[src/design/sadc_regs.vh]
// Functional notes
// RULE_01: Mode 00 off, 01 single, 11 repeat.
// RULE_02: Start bit begins one single conversion.
// RULE_03: Start bit self-clears, reads zero.
// RULE_04: Software never restarts during running conversion.
// RULE_05: Channel code selects input zero to fifteen.
// RULE_06: Software changes channel only when idle.
// RULE_07: Input control bit one disables inputs.
// RULE_08: Software disables inputs when none used.
// RULE_09: Standby resets control registers, blocks writes.
// RULE_10: Ladder bit: zero during conversion, one always.
// RULE_11: Time code gives 39 to 1248 cycles.
// RULE_12: Software writes bit0 zero, bit4 one.
// RULE_13: Control two bits 7:6 read undefined.
// RULE_14: Software keeps conversion time above minimum.
// RULE_15: Result split high byte, low two bits.
// RULE_16: Completion stores result, sets done, interrupts.
// RULE_17: Reading high result clears done flag.
// RULE_18: Busy set at start, cleared finish/standby.
// RULE_19: Result low bits 3:0 read unstable.
// RULE_20: Repeat mode restarts after each completion.
// RULE_21: Mode 00 aborts, partial result discarded.
// RULE_22: New start clears done, keeps old result.
// RULE_23: Standby abandons conversion, no resume.
// RULE_24: Count clock cycles to selected time.
// RULE_25: Start ignored in off or reserved mode.
`ifndef SADC_REGS_VH
`define SADC_REGS_VH
`define SADC_IDX_CTRL1    8'h1C
`define SADC_IDX_CTRL2    8'h1D
`define SADC_IDX_RES_LO   8'h1E
`define SADC_IDX_RES_HI   8'h1F
`define SADC_CTRL1_RST    8'h10
`define SADC_CTRL2_RST    8'h10
`define SADC_RES_RST      8'h00
`define SADC_START_BIT    7
`define SADC_MODE_HI      6
`define SADC_MODE_LO      5
`define SADC_AIDIS_BIT    4
`define SADC_CH_HI        3
`define SADC_CH_LO        0
`define SADC_LADDER_BIT   5
`define SADC_TIME_HI      3
`define SADC_TIME_LO      1
`define SADC_DONE_BIT     5
`define SADC_BUSY_BIT     4
`define SADC_MODE_OFF     2'h0
`define SADC_MODE_SINGLE  2'h1
`define SADC_MODE_REPEAT  2'h3
`define SADC_CYC_39       11'h027
`define SADC_CYC_78       11'h04E
`define SADC_CYC_156      11'h09C
`define SADC_CYC_312      11'h138
`define SADC_CYC_624      11'h270
`define SADC_CYC_1248     11'h4E0
`define SADC_TIME_RSV_A   3'h1
`define SADC_TIME_RSV_B   3'h7
`endif

[src/design/sadc_timer.v]
`include "sadc_regs.vh"
module sadc_timer #(
   parameter CW = 11
) (
   input  wire          core_clk_i,  // Core clock
   input  wire          rst_n_i,     // Sync reset, low
   input  wire          run_i,       // Conversion in progress
   input  wire          kick_i,      // Restart count
   input  wire [2:0]    time_code_i, // Conversion time code
   output wire          expire_o     // Final cycle of count
);
   reg  [CW-1:0] cnt_q;
   reg  [CW-1:0] cnt_d;
   wire [CW-1:0] limit;

   function [CW-1:0] sadc_cycles;
      input [2:0] code;
      begin
         case (code)
            3'h0:    sadc_cycles = `SADC_CYC_39;
            3'h2:    sadc_cycles = `SADC_CYC_78;
            3'h3:    sadc_cycles = `SADC_CYC_156;
            3'h4:    sadc_cycles = `SADC_CYC_312;
            3'h5:    sadc_cycles = `SADC_CYC_624;
            3'h6:    sadc_cycles = `SADC_CYC_1248;
            // Reserved codes fall back to the slowest, safest time
            default: sadc_cycles = `SADC_CYC_1248;
         endcase
      end
   endfunction

   assign limit    = sadc_cycles(time_code_i); // [RULE_11]
   assign expire_o = run_i && !kick_i && (cnt_q == limit - {{(CW-1){1'b0}}, 1'b1}); // [RULE_24]

   always @* begin
      cnt_d = cnt_q;
      if (kick_i || !run_i || expire_o) begin
         cnt_d = {CW{1'b0}};
      end else begin
         cnt_d = cnt_q + {{(CW-1){1'b0}}, 1'b1}; // [RULE_24]
      end
   end

   always @(posedge core_clk_i) begin
      if (!rst_n_i) begin
         cnt_q <= {CW{1'b0}};
      end else begin
         cnt_q <= cnt_d;
      end
   end
endmodule

[src/design/sadc_apb_if.v]
`include "sadc_regs.vh"
module sadc_apb_if (
   input  wire          core_clk_i,  // Core clock
   input  wire          rst_n_i,     // Sync reset, low
   input  wire          psel_i,      // APB select
   input  wire          penable_i,   // APB enable
   input  wire          pwrite_i,    // APB direction
   input  wire [11:0]   paddr_i,     // APB byte address
   input  wire [31:0]   pwdata_i,    // APB write data
   input  wire [7:0]    rdata_i,     // Register read value
   output wire          pready_o,    // Always ready
   output wire          pslverr_o,   // Unmapped access
   output wire [31:0]   prdata_o,    // APB read data
   output wire          wr_o,        // Write strobe
   output wire          rd_o,        // Read strobe
   output wire [1:0]    sel_o,       // Register index low bits
   output wire [7:0]    wdata_o      // Write byte
);
   // All four registers share one 16-byte window starting at the first control word
   localparam [7:0] BASE_IDX = `SADC_IDX_CTRL1;

   wire hit;
   wire access;

   assign access    = psel_i && penable_i;
   assign hit       = (paddr_i[11:4] == {2'b00, BASE_IDX[7:2]}) && (paddr_i[1:0] == 2'b00);
   assign pready_o  = 1'b1;
   assign pslverr_o = access && !hit;
   assign wr_o      = access && hit && pwrite_i;
   assign rd_o      = access && hit && !pwrite_i;
   assign sel_o     = paddr_i[3:2];
   assign wdata_o   = pwdata_i[7:0];
   assign prdata_o  = rd_o ? {24'h000000, rdata_i} : 32'h00000000;
endmodule

[src/design/sadc_ctrl.v]
// Added by the designer: the APB slave port.
`include "sadc_regs.vh"
module sadc_ctrl #(
   parameter CW = 11
) (
   input  wire          core_clk_i,     // Core clock, high_freq_osc_clock
   input  wire          rst_n_i,        // Sync reset, low
   input  wire          standby_i,      // Stop, slow or sleep entered
   input  wire          psel_i,         // APB select
   input  wire          penable_i,      // APB enable
   input  wire          pwrite_i,       // APB direction
   input  wire [11:0]   paddr_i,        // APB byte address
   input  wire [31:0]   pwdata_i,       // APB write data
   output wire          pready_o,       // APB ready
   output wire          pslverr_o,      // APB error
   output wire [31:0]   prdata_o,       // APB read data
   input  wire [9:0]    sar_result_i,   // Comparator result word
   output reg  [3:0]    channel_sel_o,  // Analog mux select
   output reg           ain_disable_o,  // Analog inputs disabled
   output reg           ladder_on_o,    // Ladder DAC connected
   output reg           sample_o,       // Converter active
   output reg           conv_done_irq_o // Completion pulse
);
   localparam ST_IDLE = 2'b01;
   localparam ST_CONV = 2'b10;

   reg  [1:0]   state_q;
   reg  [1:0]   state_d;
   reg  [7:0]   ctrl1_q;
   reg  [7:0]   ctrl2_q;
   reg  [7:0]   res_hi_q;
   reg  [1:0]   res_lo_q;
   reg          done_q;
   reg          done_d;
   reg  [7:0]   rdata;
   reg  [1:0]   stby_sync_q;
   wire         stby;
   wire         wr;
   wire         rd;
   wire [1:0]   sel;
   wire [7:0]   wdata;
   wire [1:0]   mode;
   wire         mode_ok;
   wire         start_req;
   wire         expire;
   wire         kick;
   wire         abort;
   wire [7:0]   idx;
   wire [1:0]   wmode;
   wire         wmode_ok;
   wire         wr_c1;

   // Only single and repeat modes may run a conversion
   function sadc_mode_runs;
      input [1:0] m;
      begin
         sadc_mode_runs = (m == `SADC_MODE_SINGLE) || (m == `SADC_MODE_REPEAT);
      end
   endfunction

   sadc_apb_if u_apb (
      .core_clk_i (core_clk_i),
      .rst_n_i    (rst_n_i),
      .psel_i     (psel_i),
      .penable_i  (penable_i),
      .pwrite_i   (pwrite_i),
      .paddr_i    (paddr_i),
      .pwdata_i   (pwdata_i),
      .rdata_i    (rdata),
      .pready_o   (pready_o),
      .pslverr_o  (pslverr_o),
      .prdata_o   (prdata_o),
      .wr_o       (wr),
      .rd_o       (rd),
      .sel_o      (sel),
      .wdata_o    (wdata)
   );

   // Standby comes from the power manager, not this clock's logic
   always @(posedge core_clk_i) begin
      if (!rst_n_i) begin
         stby_sync_q <= 2'b00;
      end else begin
         stby_sync_q <= {stby_sync_q[0], standby_i};
      end
   end
   assign stby = stby_sync_q[1];

   assign idx       = {6'h07, sel};
   assign mode      = ctrl1_q[`SADC_MODE_HI:`SADC_MODE_LO];
   assign wr_c1     = wr && (idx == `SADC_IDX_CTRL1);
   assign wmode     = wdata[`SADC_MODE_HI:`SADC_MODE_LO];
   assign mode_ok   = sadc_mode_runs(mode); // [RULE_01]
   assign wmode_ok  = sadc_mode_runs(wmode); // [RULE_01]
   assign start_req = wr_c1 && wdata[`SADC_START_BIT] && !stby && wmode_ok; // [RULE_25]
   // The mode 00 write itself stops the run, so no extra cycle is converted
   assign abort     = (state_q == ST_CONV)
                      && (stby || (wr_c1 ? !wmode_ok : !mode_ok)); // [RULE_21] [RULE_23]
   assign kick      = start_req; // [RULE_02]

   sadc_timer #(
      .CW (CW)
   ) u_timer (
      .core_clk_i  (core_clk_i),
      .rst_n_i     (rst_n_i),
      .run_i       (state_q == ST_CONV && !abort),
      .kick_i      (kick),
      .time_code_i (ctrl2_q[`SADC_TIME_HI:`SADC_TIME_LO]),
      .expire_o    (expire)
   );

   always @* begin
      state_d = state_q;
      case (state_q)
         ST_IDLE: begin
            if (kick) begin
               state_d = ST_CONV; // [RULE_18]
            end
         end
         ST_CONV: begin
            if (abort) begin
               state_d = ST_IDLE; // [RULE_23]
            end else if (kick) begin
               state_d = ST_CONV;
            end else if (expire && mode != `SADC_MODE_REPEAT) begin // [RULE_20]
               state_d = ST_IDLE; // [RULE_18]
            end
         end
         default: state_d = ST_IDLE;
      endcase
   end

   // Completion beats a same-cycle read so the event is never lost
   always @* begin
      done_d = done_q;
      if (stby) begin
         done_d = 1'b0;
      end else if (expire && !abort) begin
         done_d = 1'b1; // [RULE_16]
      end else if (kick) begin
         done_d = 1'b0; // [RULE_22]
      end else if (rd && idx == `SADC_IDX_RES_HI) begin
         done_d = 1'b0; // [RULE_17]
      end
   end

   always @(posedge core_clk_i) begin
      if (!rst_n_i) begin
         state_q         <= ST_IDLE;
         ctrl1_q         <= `SADC_CTRL1_RST;
         ctrl2_q         <= `SADC_CTRL2_RST;
         res_hi_q        <= `SADC_RES_RST;
         res_lo_q        <= 2'b00;
         done_q          <= 1'b0;
         conv_done_irq_o <= 1'b0;
      end else begin
         state_q         <= state_d;
         done_q          <= done_d;
         conv_done_irq_o <= expire && !abort && !stby; // [RULE_16]
         if (stby) begin
            ctrl1_q  <= `SADC_CTRL1_RST; // [RULE_09]
            ctrl2_q  <= `SADC_CTRL2_RST; // [RULE_09]
            res_hi_q <= `SADC_RES_RST;
            res_lo_q <= 2'b00;
         end else begin
            if (wr && idx == `SADC_IDX_CTRL1) begin
               // Start bit is never stored, so it always reads zero
               ctrl1_q <= {1'b0, wdata[6:0]}; // [RULE_03]
            end
            if (wr && idx == `SADC_IDX_CTRL2) begin
               ctrl2_q <= {2'b00, wdata[5:0]};
            end
            if (expire && !abort) begin
               res_hi_q <= sar_result_i[9:2]; // [RULE_15] [RULE_16]
               res_lo_q <= sar_result_i[1:0]; // [RULE_15]
            end
         end
      end
   end

   always @* begin
      rdata = 8'h00;
      if (idx == `SADC_IDX_CTRL1) begin
         rdata = ctrl1_q;
      end else if (idx == `SADC_IDX_CTRL2) begin
         rdata = {2'b00, ctrl2_q[5:0]}; // [RULE_13]
      end else if (idx == `SADC_IDX_RES_LO) begin
         // Low nibble undefined for software; driven as zero here
         rdata = {res_lo_q, done_q, state_q == ST_CONV, 4'h0}; // [RULE_15] [RULE_19]
      end else begin
         rdata = res_hi_q;
      end
   end

   always @(posedge core_clk_i) begin
      if (!rst_n_i) begin
         channel_sel_o <= 4'h0;
         ain_disable_o <= 1'b1;
         ladder_on_o   <= 1'b0;
         sample_o      <= 1'b0;
      end else begin
         channel_sel_o <= ctrl1_q[`SADC_CH_HI:`SADC_CH_LO]; // [RULE_05]
         ain_disable_o <= ctrl1_q[`SADC_AIDIS_BIT]; // [RULE_07]
         ladder_on_o   <= ctrl2_q[`SADC_LADDER_BIT] || (state_d == ST_CONV); // [RULE_10]
         sample_o      <= (state_d == ST_CONV); // [RULE_20]
      end
   end
endmodule

[config.mk]
export PLATFORM = sky130hd
export DESIGN_NAME = sadc_ctrl
export DESIGN_NICKNAME = d
export VERILOG_FILES = /design/src/design/sadc_timer.v /design/src/design/sadc_apb_if.v /design/src/design/sadc_ctrl.v
export VERILOG_INCLUDE_DIRS = /design/src /design/src/design
export SDC_FILE = /design/constraint.sdc
export NUM_CORES = 1
export LEC_CHECK = 0
export BUFFER_PORTS_ARGS = -buffer_cell sky130_fd_sc_hd__buf_2
export CORE_AREA = 4 4 100 102
export CTS_CLUSTER_DIAMETER = 200
export DETAILED_ROUTE_END_ITERATION = 10
export DIE_AREA = 0 0 104 106
export SYNTH_ARGS = -nofsm -noshare
export SYNTH_HDL_FRONTEND = slang
export SYNTH_SLANG_ARGS = --single-unit
[constraint.sdc]
create_clock -name core_clk_i -period 5.82 [get_ports core_clk_i]
set_clock_uncertainty 0.15 [all_clocks]
set_input_delay 1.746 -clock core_clk_i [delete_from_list [all_inputs] [get_ports core_clk_i]]
set_output_delay 1.746 -clock core_clk_i [all_outputs]
set_load 0.005 [all_outputs]
==> results.sh <==
export IMPL_seq_area_frac_synth=0.3524
export IMPL_setup_viol=0
export IMPL_grtUsageTotal=0.1148
export IMPL_cts_tree="built"
export IMPL_syn_inst=314
export IMPL_fp_dieW_um=104
export IMPL_cts_sinks=47
export IMPL_r2r_slack_ns=3.13
export IMPL_synth_edff_count=0
export IMPL_drive_gt1_frac=0.2023
export IMPL_status="finished, final reports clean"
export IMPL_insertion_delay_ns=0.30
export IMPL_globalRouteOverflowTotal=0
export IMPL_dp_cells=455
export IMPL_synthSimpleGateAreaFrac=0.2460
export IMPL_cap_violations=0
export IMPL_seqCellArea_sq_um=940.9
export IMPL_hp_start="stby_sync_q[0]"
export IMPL_clk_path_buf_depth=2
export IMPL_avgViaCountPerCell=4.924
export IMPL_cp_start_kind="primary input"
export IMPL_num_rows=35
export IMPL_syn_area_per_cell_sq_um=8.503
export IMPL_clockRootBuffer="clkbuf_8"
export IMPL_multi_input_area_sq_mm=0.001488
export IMPL_synthMuxAreaShare=0.08294
export IMPL_synth_warnings=0
export IMPL_cts_hold_fix_buffers=0
export IMPL_post_cts_buffers=0
export IMPL_area_growth_pct=11.29
export IMPL_cp_data_arrival_time_ns=3.40
export IMPL_synth_xor_area_frac=0.02952
export IMPL_synth_ff_type="dfxtp_1"
export IMPL_grt_pass1_wl_um=10540
export IMPL_grt_max_degree=27
export IMPL_final_min_period_over_clock_period=0.9097
export IMPL_initial_core_util=0.2931
export IMPL_cp_cell_sequence="buf_2 -> or4b_4 -> nor4_4 -> nand2_1 -> nor3b_1 -> buf_2"
export IMPL_tightest_slew_ns=0.9923
export IMPL_place_hpwl_um=4770
export IMPL_netlist_area_sq_mm=0.002670
export IMPL_hp_class="flop to flop"
export IMPL_maxSlewViolCount=0
export IMPL_final_nets=414
export IMPL_fp_dieH_um=106
export IMPL_ys_ff_latch=47
export IMPL_fin_setup_tns_ns=0
export IMPL_path_class="primary input to output port"
export IMPL_drc=0
export IMPL_async_reset_ff_frac=0
export IMPL_dr_pass1_iters=4
export IMPL_p_per_area_mw_per_mm2=200.4
export IMPL_first_global_vias=2195
export IMPL_wire_per_inst_um=13.71
export IMPL_reg2reg_from="ctrl2_q[2]"
export IMPL_critPathBufInv=2
export IMPL_yosys_cell_types_count=62
export IMPL_critical_path_max_fanout=7
export IMPL_dieArea_sq_mm=0.01102
export IMPL_leakage_uw=0.001256
export IMPL_cts_clk_slew_worst_paths_ns=0.09
export IMPL_n_antenna_cell=0
export IMPL_critical_path_max_stage_delay_ns=0.56
export IMPL_antenna_found_initial=0
export IMPL_routed_wirelength_um=6334
export IMPL_drt_iter0_markers=93
export IMPL_final_cells=462
export IMPL_rsz0062_at_grt="no"
export IMPL_worst_setup_path_end_kind="output port"
export IMPL_final_hold_viol_count=0
export IMPL_required_ns=3.92
export IMPL_fillCellCount=984
export IMPL_numCtsBuffers=5
export IMPL_p_total_uw=595.5
export IMPL_layout_common_cells="buf_2, dfxtp_1, nor2_1"
export IMPL_ios=102
export IMPL_r2r_end="u_timer.cnt_q[9]"
export IMPL_core_area_sq_mm=0.009109
export IMPL_io_buffers=52
export IMPL_synth_top_family_by_area="simple AND/OR/NAND/NOR gates"
export IMPL_cpMostUsedCell="buf_2"
export IMPL_ir_worst_vdd_mv=0.08325
export IMPL_crit_family="simple AND/OR/NAND/NOR gates"
export IMPL_whs_endpoint="stby_sync_q[1]"
export IMPL_synth_compound_area_share=0.1457
export IMPL_post_cts_resized=0
export IMPL_hold_depth=1
export IMPL_r2r_cells=6
export IMPL_finalCriticalPeriod_ns=5.294
export IMPL_fmax_mhz=188.9
export IMPL_max_slew_margin=0.3385
export IMPL_vias=2275
export IMPL_gp_congestion=0.8425
export IMPL_final_common_cell="buf_2"
export IMPL_ant_nets=0
export IMPL_synth_adder_area_share=0.01781
export IMPL_cts_htree_levels=2
export IMPL_worst_path_max_delay_cell="or4b_4"
-- layer usage --
| metal | part of all wire | track usage | routed length, um |
|---|---|---|---|
| met5 | 0 | 0 | 0 |
| met4 | 0.0093 | 0.02564 | 59 |
| met3 | 0.066 | 0.03218 | 421 |
| met2 | 0.49 | 0.2015 | 3082 |
| met1 | 0.44 | 0.1399 | 2770 |
-- power by group --
part	switching [uW]	internal [uW]
Combinational	22.9	15.2
Sequential	1.11	322
Clock	108	126
Total	132	463
-- worst reg2reg max path: stages, from the launching register on --
cell and delay [ns]:
dfxtp_1 0.68, o21ai_1 0.13, and3_1 0.19, a221o_1 0.28
or4_4 0.56, o211ai_2 0.47, nor2_1 0.10
-- kinds of logic (layout without fill, tap and decap cells) --
logic type,after synthesis,count (layout)
fa+ha+maj,4,4
mux,19,19
other cells,2,25
flops,47,47
xor+xnor,9,9
compound gates,58,58
simple gates,121,121
buf+inv,54,68
-- cell type report --
type / count / area share
tap: 111 / 0.04674
sequential: 47 / 0.3166
clock inverter: 2 / 0.01263
multi-input combinational: 236 / 0.5006
inverter: 8 / 0.01011
clock buffer: 5 / 0.02316
timing repair buffer: 53 / 0.09011
-- worst max path at each step --
stage | slack [ns] | to | cells after the start | from
after floorplan | 0.97 | prdata_o[7] | 4 | paddr_i[7]
after detailed placement | 0.51 | prdata_o[7] | 6 | paddr_i[7]
final | 0.53 | prdata_o[7] | 6 | paddr_i[7]
after global routing | 0.37 | prdata_o[7] | 6 | paddr_i[7]
after global placement | 0.51 | prdata_o[7] | 6 | paddr_i[7]
after CTS | 0.50 | prdata_o[7] | 6 | paddr_i[7]
-- flip-flops by register name, summed over array words and instances, names as in the netlist, 2 cells and up --
signal         flops
u_timer.cnt_q     11
res_hi_q           8
ctrl1_q            7
ctrl2_q            6
channel_sel_o      4
res_lo_q           2
state_q            2
stby_sync_q        2
-- cells in the mapped netlist, types with 2 or more instances --
cell | count | area [sq um]
ha_1 | 3 | 37.54
nand4_1 | 11 | 68.82
a211o_1 | 2 | 17.52
nor2_1 | 45 | 168.9
mux2i_1 | 15 | 150.1
nand4bb_1 | 2 | 22.52
nand2_1 | 14 | 52.55
buf_1 | 2 | 7.510
nor3_1 | 2 | 10.01
buf_4 | 25 | 187.7
buf_6 | 3 | 33.78
o211ai_2 | 2 | 25.02
inv_1 | 8 | 30.03
and3_1 | 8 | 50.05
a31oi_1 | 5 | 31.28
o21ai_0 | 15 | 75.07
mux4_2 | 2 | 45.04
a221oi_1 | 2 | 17.52
nand3_1 | 7 | 35.03
xnor2_1 | 6 | 52.55
and4b_1 | 2 | 20.02
buf_2 | 4 | 20.02
clkbuf_2 | 3 | 15.01
nor2b_1 | 5 | 31.28
xor2_1 | 3 | 26.28
and2_1 | 7 | 43.79
nand2b_1 | 6 | 37.54
clkbuf_1 | 9 | 33.78
nor4_1 | 3 | 18.77
dfxtp_1 | 47 | 940.9
conb_1 | 2 | 7.510
a21oi_1 | 14 | 70.07
-- through the flow --
stage	cell area (sq um)	hold WS, ns	worst slack, ns	utilization
CTS	2972	0.2971	0.5032	0.3262
global placement	2865	0.2690	0.5106	0.3146
detailed placement	2865	0.2750	0.5065	0.3146
floorplan	2756	0.2619	0.9665	-
global route	2972	0.3025	0.3744	0.3262
finish	2972	0.2913	0.5258	0.3262
Power figures use the tool's default switching activity.
